File: src/hw/cirsc_consts.vh
`ifndef CIRSC_CONSTS_VH
`define CIRSC_CONSTS_VH

// Register offsets from the socket base
`define CIRSC_ADDR_W        12
`define CIRSC_CTRL_OFS      12'h803
`define CIRSC_FLAG_OFS      12'h804

// Reset values
`define CIRSC_CTRL_RST      8'h00
`define CIRSC_FLAG_RST      4'h0
`define CIRSC_RDATA_RST     8'h00

// Interrupt and general control register fields
`define CIRSC_RING_EN_BIT   7
`define CIRSC_CARD_RUN_BIT  6
`define CIRSC_KIND_BIT      5
`define CIRSC_TO_PCI_BIT    4
`define CIRSC_FSEL_HI       3
`define CIRSC_FSEL_LO       0

// Status-change configuration input fields
`define CIRSC_SSEL_HI       7
`define CIRSC_SSEL_LO       4

// Flag and enable bit positions (shared layout)
`define CIRSC_DET_BIT       3
`define CIRSC_READY_BIT     2
`define CIRSC_WARN_BIT      1
`define CIRSC_DEAD_BIT      0

// Line select codes
`define CIRSC_SEL_NONE      4'h0
`define CIRSC_SEL_SMI       4'h2

// Battery detect decode, {second, first}
`define CIRSC_BAT_WARN      2'b10
`define CIRSC_BAT_GOOD      2'b11

// Cycles after reset before pin edges are trusted
`define CIRSC_WARM_CYCLES   2'h3

`endif

File: src/hw/cirsc_regs.v
// Summary of operation
// - Control register at 803h, resets zero
// - Bit 7 enables ring indicate function
// - Bit 6 releases 16-bit card reset
// - Bit 5 selects memory or I/O card
// - Bit 4 sends status interrupts to PCI
// - Bits 3-0 pick functional line, 2=SMI
// - Select zero also routes status to PCI
// - Flag register at 804h, upper nibble zero
// - Disabled sources always read as zero
// - Enabled active source sets flag, interrupts
// - Clear by read or write-one, mode selected
// - Bit 3 sets on card-detect change
// - Bit 2 sets on READY rise, memory
// - Bit 1 sets on battery warning, memory
// - Bit 0 battery dead or status change
// - Ring enabled: bit 0 shows ring input
// - Battery detect decode: dead, warning, good
// - Separate enable per status-change source
// - Status line select from config bits 7-4
`timescale 1ns/1ps
`include "cirsc_consts.vh"

module cirsc_regs
(
   input  wire                     SYS_CLK_I,
   input  wire                     RESET_N_I,
   input  wire [`CIRSC_ADDR_W-1:0] REG_ADDR_I,
   input  wire                     REG_WR_I,
   input  wire                     REG_RD_I,
   input  wire [7:0]               REG_WDATA_I,
   output wire [7:0]               REG_RDATA_O,
   input  wire [7:0]               STATUS_CFG_I,
   input  wire                     CLEAR_BY_WRITE_I,
   input  wire                     SIXTEEN_BIT_CARD_I,
   input  wire                     CARD_DETECT_A_N_I,
   input  wire                     CARD_DETECT_B_N_I,
   input  wire                     CARD_READY_I,
   input  wire                     BATTERY_DETECT_RING_PIN_I,
   input  wire                     BATTERY_DETECT_B_I,
   input  wire                     CARD_IREQ_N_I,
   output wire                     CARD_RESET_O,
   output wire                     RING_INDICATE_ENABLE_O,
   output wire                     INSTALLED_CARD_KIND_O,
   output wire [15:0]              FUNC_IRQ_O,
   output wire                     FUNC_SMI_O,
   output wire                     STATUS_PCI_IRQ_O,
   output wire [15:0]              STATUS_IRQ_O,
   output wire                     STATUS_SMI_O
);

   // Decode a 4-bit line select: code 0 drives nothing, code 2 drives SMI, any other code n drives IRQ n
   function [16:0] route_decode;
      input [3:0] code;
      input       act;
      begin
         route_decode = 17'h00000;
         if (act && (code == `CIRSC_SEL_SMI))
            route_decode[16] = 1'b1;
         else if (act && (code != `CIRSC_SEL_NONE))
            route_decode[15:0] = 16'h0001 << code;
      end
   endfunction

   // Pin synchronizers
   wire [5:0] pin_raw;
   wire [5:0] pin_s;

   assign pin_raw = {CARD_IREQ_N_I, BATTERY_DETECT_B_I, BATTERY_DETECT_RING_PIN_I,
                     CARD_READY_I, CARD_DETECT_B_N_I, CARD_DETECT_A_N_I};

   cirsc_sync
   #(
      .W (6)
   )
   u_pin_sync
   (
      .sys_clk_i (SYS_CLK_I),
      .reset_n_i (RESET_N_I),
      .async_i   (pin_raw),
      .sync_o    (pin_s)
   );

   wire card_detect_a;
   wire card_detect_b;
   wire card_ready;
   wire battery_detect_ring_pin;
   wire battery_detect_b;
   wire card_ireq_n;

   assign card_detect_a           = pin_s[0];
   assign card_detect_b           = pin_s[1];
   assign card_ready              = pin_s[2];
   assign battery_detect_ring_pin = pin_s[3];
   assign battery_detect_b        = pin_s[4];
   assign card_ireq_n             = pin_s[5];

   // State
   reg [7:0]  ctrl_r;
   reg [3:0]  flag_r;
   reg [7:0]  rdata_r;
   reg [4:0]  prev_r;
   reg [1:0]  warm_r;
   reg        card_reset_r;
   reg [15:0] func_irq_r;
   reg        func_smi_r;
   reg        status_pci_r;
   reg [15:0] status_irq_r;
   reg        status_smi_r;

   // Control fields
   wire       ring_indicate_enable;
   wire       installed_card_kind;
   wire       status_change_to_pci;
   wire [3:0] functional_irq_line_select;
   wire [3:0] status_change_line_select;
   wire       memory_card;

   assign ring_indicate_enable       = ctrl_r[`CIRSC_RING_EN_BIT];
   assign installed_card_kind        = ctrl_r[`CIRSC_KIND_BIT];
   assign status_change_to_pci       = ctrl_r[`CIRSC_TO_PCI_BIT];
   assign functional_irq_line_select = ctrl_r[`CIRSC_FSEL_HI:`CIRSC_FSEL_LO];
   assign status_change_line_select  = STATUS_CFG_I[`CIRSC_SSEL_HI:`CIRSC_SSEL_LO];
   assign memory_card                = ~installed_card_kind;

   wire detect_change_enable;
   wire ready_rise_enable;
   wire battery_warning_enable;
   wire battery_dead_enable;

   assign detect_change_enable   = STATUS_CFG_I[`CIRSC_DET_BIT];
   assign ready_rise_enable      = STATUS_CFG_I[`CIRSC_READY_BIT];
   assign battery_warning_enable = STATUS_CFG_I[`CIRSC_WARN_BIT];
   assign battery_dead_enable    = STATUS_CFG_I[`CIRSC_DEAD_BIT];

   // Edges are ignored until the synchronizers hold real pin levels,
   // otherwise the reset zeros would look like a card insertion
   wire warm;
   assign warm = (warm_r == `CIRSC_WARM_CYCLES);

   wire [1:0] bat_code;
   wire       warn_now;
   wire       dead_now;
   wire       warn_prev;
   wire       dead_prev;

   assign bat_code  = {battery_detect_b, battery_detect_ring_pin};
   assign warn_now  = (bat_code == `CIRSC_BAT_WARN);
   assign dead_now  = ~bat_code[1];
   assign warn_prev = (prev_r[4:3] == `CIRSC_BAT_WARN);
   assign dead_prev = ~prev_r[4];

   // Source events
   wire det_evt;
   wire ready_evt;
   wire warn_evt;
   wire dead_evt;
   wire stat_evt;

   assign det_evt   = warm & ((card_detect_a ^ prev_r[0]) | (card_detect_b ^ prev_r[1]));
   assign ready_evt = warm & card_ready & ~prev_r[2];
   assign warn_evt  = warm & warn_now & ~warn_prev;
   assign dead_evt  = warm & dead_now & ~dead_prev;
   assign stat_evt  = warm & battery_detect_ring_pin & ~prev_r[3];

   reg [3:0] set_v;
   always @*
   begin
      set_v = 4'h0;
      set_v[`CIRSC_DET_BIT]   = det_evt & detect_change_enable;
      set_v[`CIRSC_READY_BIT] = ready_evt & memory_card & ready_rise_enable;
      set_v[`CIRSC_WARN_BIT]  = warn_evt & memory_card & battery_warning_enable;
      // dead on memory, status change on I/O
      set_v[`CIRSC_DEAD_BIT]  = battery_dead_enable & ~ring_indicate_enable &
                                (memory_card ? dead_evt : stat_evt);
   end

   wire [3:0] keep_mask;
   assign keep_mask = {detect_change_enable, ready_rise_enable & memory_card,
                       battery_warning_enable & memory_card,
                       battery_dead_enable & ~ring_indicate_enable};

   // Visible flag value
   reg [3:0] vis_flags;
   always @*
   begin
      vis_flags = flag_r & keep_mask;
      if (ring_indicate_enable)
         vis_flags[`CIRSC_DEAD_BIT] = battery_dead_enable & battery_detect_ring_pin & warm;
   end

   // Register access decode
   wire ctrl_hit;
   wire flag_hit;
   assign ctrl_hit = (REG_ADDR_I == `CIRSC_CTRL_OFS);
   assign flag_hit = (REG_ADDR_I == `CIRSC_FLAG_OFS);

   reg [3:0] clr_v;
   always @*
   begin
      clr_v = 4'h0;
      if (!CLEAR_BY_WRITE_I && REG_RD_I && flag_hit)
         clr_v = 4'hf;
      else if (CLEAR_BY_WRITE_I && REG_WR_I && flag_hit)
         clr_v = REG_WDATA_I[3:0];
   end

   wire [3:0] flag_nxt;
   assign flag_nxt = ((flag_r & ~clr_v) & keep_mask) | set_v;

   reg [7:0] rdata_nxt;
   always @*
   begin
      rdata_nxt = rdata_r;
      if (REG_RD_I)
      begin
         if (ctrl_hit)
            rdata_nxt = ctrl_r;
         else if (flag_hit)
            rdata_nxt = {4'h0, vis_flags};
         else
            rdata_nxt = `CIRSC_RDATA_RST;
      end
   end

   // Routing
   wire        pending;
   wire        to_pci;
   wire [16:0] status_route;
   wire [16:0] func_route;
   wire        func_active;

   assign pending = |vis_flags;
   // PCI route, select zero ORed in
   assign to_pci = status_change_to_pci | (functional_irq_line_select == `CIRSC_SEL_NONE);
   assign status_route = route_decode(status_change_line_select, pending & ~to_pci);
   // Functional interrupt only exists for I/O cards
   assign func_active = warm & installed_card_kind & ~card_ireq_n;
   assign func_route = route_decode(functional_irq_line_select, func_active);

   always @(posedge SYS_CLK_I or negedge RESET_N_I)
   begin
      if (!RESET_N_I)
      begin
         ctrl_r       <= `CIRSC_CTRL_RST;
         flag_r       <= `CIRSC_FLAG_RST;
         rdata_r      <= `CIRSC_RDATA_RST;
         prev_r       <= 5'h00;
         warm_r       <= 2'h0;
         card_reset_r <= 1'b0;
         func_irq_r   <= 16'h0000;
         func_smi_r   <= 1'b0;
         status_pci_r <= 1'b0;
         status_irq_r <= 16'h0000;
         status_smi_r <= 1'b0;
      end
      else
      begin
         if (REG_WR_I && ctrl_hit)
            ctrl_r <= REG_WDATA_I;
         flag_r  <= flag_nxt;
         rdata_r <= rdata_nxt;
         prev_r  <= {battery_detect_b, battery_detect_ring_pin, card_ready,
                     card_detect_b, card_detect_a};
         if (!warm)
            warm_r <= warm_r + 2'h1;
         // reset held while bit clear, 16-bit only
         card_reset_r <= SIXTEEN_BIT_CARD_I & ~ctrl_r[`CIRSC_CARD_RUN_BIT];
         func_irq_r   <= func_route[15:0];
         func_smi_r   <= func_route[16];
         status_pci_r <= pending & to_pci;
         status_irq_r <= status_route[15:0];
         status_smi_r <= status_route[16];
      end
   end

   assign REG_RDATA_O            = rdata_r;
   assign CARD_RESET_O           = card_reset_r;
   assign RING_INDICATE_ENABLE_O = ctrl_r[`CIRSC_RING_EN_BIT];
   assign INSTALLED_CARD_KIND_O  = ctrl_r[`CIRSC_KIND_BIT];
   assign FUNC_IRQ_O             = func_irq_r;
   assign FUNC_SMI_O             = func_smi_r;
   assign STATUS_PCI_IRQ_O       = status_pci_r;
   assign STATUS_IRQ_O           = status_irq_r;
   assign STATUS_SMI_O           = status_smi_r;

endmodule // cirsc_regs

File: src/hw/cirsc_sync.v
`timescale 1ns/1ps

module cirsc_sync
#(
   parameter W = 1
)
(
   input  wire         sys_clk_i,
   input  wire         reset_n_i,
   input  wire [W-1:0] async_i,
   output wire [W-1:0] sync_o
);

   reg [W-1:0] meta_r;
   reg [W-1:0] sync_r;

   // Two stages; only the second stage is visible outside
   always @(posedge sys_clk_i or negedge reset_n_i)
   begin
      if (!reset_n_i)
      begin
         meta_r <= {W{1'b0}};
         sync_r <= {W{1'b0}};
      end
      else
      begin
         meta_r <= async_i;
         sync_r <= meta_r;
      end
   end

   assign sync_o = sync_r;

endmodule // cirsc_sync
File: config.mk
export PLATFORM = sky130hd
export DESIGN_NAME = cirsc_regs
export DESIGN_NICKNAME = d
export VERILOG_FILES = /design/src/hw/cirsc_regs.v /design/src/hw/cirsc_sync.v
export VERILOG_INCLUDE_DIRS = /design/src /design/src/hw
export SDC_FILE = /design/constraint.sdc
export NUM_CORES = 1
export LEC_CHECK = 0
export BUFFER_PORTS_ARGS = -buffer_cell sky130_fd_sc_hd__buf_2
export CORE_ASPECT_RATIO = 0.7
export CORE_MARGIN = 5
export CORE_UTILIZATION = 45
export CTS_CLUSTER_SIZE = 40
export DETAILED_ROUTE_END_ITERATION = 6
export HOLD_SLACK_MARGIN = 0.03
export PLACE_DENSITY_LB_ADDON = 0.12
export SLEW_MARGIN = 40
export SYNTH_ARGS = -nofsm -noshare
export SYNTH_HDL_FRONTEND = slang
export SYNTH_HIERARCHICAL = 1
export SYNTH_SLANG_ARGS = --single-unit
File: constraint.sdc
create_clock -name SYS_CLK_I -period 1.9 [get_ports SYS_CLK_I]
set_clock_uncertainty 0.15 [all_clocks]
set_input_delay 0.285 -clock SYS_CLK_I [delete_from_list [all_inputs] [get_ports SYS_CLK_I]]
set_output_delay 0.285 -clock SYS_CLK_I [all_outputs]
set_load 0.05 [all_outputs]
==> results.md <==
* Run status: completed
* CTS max path bufs at 2
* Min-Delay Endpoint: ctrl_r[7]$_DFFE_PN0P_
* Starting Density at 0.4738
* Final setup vio count at 0
* Routability Congestion at 0.7968
* Post-Layout Inst Area at 3755 um^2
* Non-Filler Instances at 407
* Die height at 75.62 um
* Vias/cell at 4.941
* Std cell rows at 23
* P_int at 2.536 mW
* Hold_ws at 0.05099 ns
* Share of cells above drive strength 1 at 0.3916
* Drt total wl at 6339 um
* Final setup margin at 0.1882 ns
* Mean cell area of the mapped netlist at 13.57 um^2
* Count of cell types in the netlist at 40
* Setup TNS at 0 ns
* Reg-to-reg startpoint: warm_r[0]$_DFFE_PN0P_
* Final core occ at 0.6428
* Sequential share of the synthesized area at 0.6781
* DR vias at 2011
* TritonRoute pass-1 iters at 4
* Commonest non-fill, non-tap cell in the layout: buf_2
* Min-Delay Path Depth at 2
* CTS Sinks at 75
* Synth warnings at 6
* DP Area at 3357 um^2
* First-pass GRT wire length at 10420 um
* Layout Nets at 368
* Critical path, cell by cell: ha_1, nand4_1, o21ai_0, o31ai_2, buf_4, nor3_1
* Post-synth EDFFs at 0
* Die ar. at 7844 um^2
* Fin. Hold Viols at 0
* H-tree levels at 3
* R2R Setup Slk at 0.19 ns
* 1st-iter DRT viols at 76
* CTS root buf: clkbuf_8
* Antenna Cells at 0
* Max_cap viols at 0
* Crit path kind: reg2reg
* IO Pins at 86
* ANT nets after route at 0
* PD cells at 866.1 nW/um^2
* Area grow syn2layout at 35.67%
* Largest stage delay on the critical path at 0.40 ns
* Largest net degree at the start of global routing at 32
* CTS tree: done
* Post-synth top area cell: dfrtp_1
* Mapped cell area at 2768 um^2
* #FFs+latches synth at 75
* Placed cell count at 374
* Num CTS Buffers at 9
* Core area at 5842 um^2
* Synth async-reset ratio at 1.000
* Clk pin slew, worst setup/hold paths at 0.08 ns
* HPWL after DPL at 4690 um
* Synth Flop Type: dfrtp_1
* FMAX at 584.2 MHz
* # port buffers at 85
* Worst vdd ir at 570.1 uV
* Worst Reg2Reg Path Length in Cells at 6
* Clock power frac at 0.422
* Most frequent cells in the layout: 84 x buf_2, 73 x dfrtp_1, 18 x nor2_1, 17 x dlygate4sd3_1, 16 x nor3_1
* Total power at 3.252 mW
* Worst skew pair latency at 0.34 ns
* Net Switching at 0.7154 mW
* Pleak at 1.927 nW
* Crit path required time at 1.97 ns
* Crit path max fanout at 15
* Final Max Tran Viols at 0
* Pre-CTS setup slack at -0.09691 ns
* Reg2reg end: STATUS_IRQ_O[9]$_DFF_PN0_
* Number of remaining DRC errors at 0
* Tightest Hold Check Type: in2reg
* Initial antenna violation count at 0
* Vias in the first global route at 2108
* CP arrival at 1.78 ns
* Post CTS Setup Buffer Count at 0
* Worst Hold Launch: REG_WDATA_I[7]
* Unrepaired setup endpoints after global routing: false
* Global Route Usage Sum at 0.1730
* CP endpoint kind: flip-flop
* Synth top area share at 0.6781
* Sw frac at 0.2200
* Critical-path top delay cell: dfrtp_1
* Total grt overflow at 0
* Tmin final at 1.712 ns
* Die width at 103.7 um
* Startpoint Class: flip-flop
* Filler cell count at 478
* Top cells by area, synth: dfrtp_1 68%, mux2_4 4.3%, nor3_1 2.9%, nor2_1 2.4%, a22o_1 1.9%
* Fin crit share at 0.9009
* Gate Count Post-Synth at 204
* Flop pwr share at 0.505
* WL per Instance at 15.57 um
* Comb power frac at 0.073
[worst max-delay path by stage]
stage / from / to / slack (ns)
floorplan: REG_ADDR_I[9] / ctrl_r[5]$_DFFE_PN0P_ / 0.05
global placement: REG_ADDR_I[9] / ctrl_r[7]$_DFFE_PN0P_ / -0.05
detailed placement: REG_ADDR_I[9] / ctrl_r[7]$_DFFE_PN0P_ / -0.1
CTS: warm_r[0]$_DFFE_PN0P_ / STATUS_IRQ_O[9]$_DFF_PN0_ / 0.20
global route: ctrl_r[7]$_DFFE_PN0P_ / STATUS_IRQ_O[1]$_DFF_PN0_ / 0.06
finish: warm_r[0]$_DFFE_PN0P_ / STATUS_IRQ_O[9]$_DFF_PN0_ / 0.19
[registers in the layout, indices dropped and copies added, names as in the netlist]
register	flops
STATUS_SMI_O	1
u_pin_sync/sync_o	6
REG_RDATA_O	8
flag_r	4
STATUS_PCI_IRQ_O	1
STATUS_IRQ_O	16
FUNC_IRQ_O	16
warm_r	2
FUNC_SMI_O	1
ctrl_r	8
prev_r	5
CARD_RESET_O	1
u_pin_sync/meta_r	6
[synth_stat cells (all sizes together) (4+ instances only)]
cell type and n:
a22o 6, a31oi 4, buf 4, dfrtp 75, mux2 9, nand2 12, nand2b 8, nand4 4
nor2 18, nor2b 4, nor3 17, nor4 8, o21ai 4
[per-layer routing]
| metal | global-route usage | vias up | wire, um |
|---|---|---|---|
| met5 | 0 | - | 0 |
| met4 | 0.03879 | 0 | 29 |
| met3 | 0.06689 | 4 | 447 |
| met2 | 0.2825 | 60 | 3054 |
| met1 | 0.2246 | 976 | 2807 |
| li1 | - | 971 | - |
[layout make-up]
type / instances / area, um^2 / share of cell area
clock inverter: 4 / 72.57 / 0.01933
tap: 75 / 93.84 / 0.02499
inverter: 3 / 11.26 / 0.002999
sequential: 75 / 1879 / 0.5005
timing repair buffer: 115 / 708.2 / 0.1886
clock buffer: 12 / 155.1 / 0.04132
multi-input combinational: 123 / 834.6 / 0.2223
[kinds of logic (layout without fill, tap and decap cells)]
group                    Yosys count  after routing  synth area share
multiplexers                       9              9           0.04747
AO/OA/AOI/OAI                     23             23           0.06194
other                              1              4          0.001355
adder cells (fa/ha/maj)            1              1          0.004520
AND/OR/NAND/NOR                   83             83            0.1709
flip-flops                        75             75            0.6781
buffers and inverters              9            134           0.02622
XOR/XNOR                           3              3          0.009495
[critical path, delay by kind of cell, from the launching register on]
kind | cells | cell delay [ns]
AOI/OAI and AO/OA | 2 | 0.41
DFF | 1 | 0.40
buffers and inverters | 1 | 0.24
adders and majority gates | 1 | 0.21
and+or+nand+nor | 2 | 0.18
[power by group through the flow]
stage,combinational (mW),sequential (mW),clock (mW)
2_1_floorplan,0.0554,1.70,0
3_3_place_gp,0.210,1.67,0
3_5_place_dp,0.212,1.67,0
4_1_cts,0.238,1.64,1.42
5_1_grt,0.263,1.65,1.48
6_report,0.238,1.64,1.37
[what timing repair did]
| item | CTS | global route |
|---|---|---|
| gates resized for setup | 0 | 0 |
| hold buffers | 16 | 1 |
| endpoints found under the hold margin | 45 | 1 |
(Power assumes the default switching activity.)
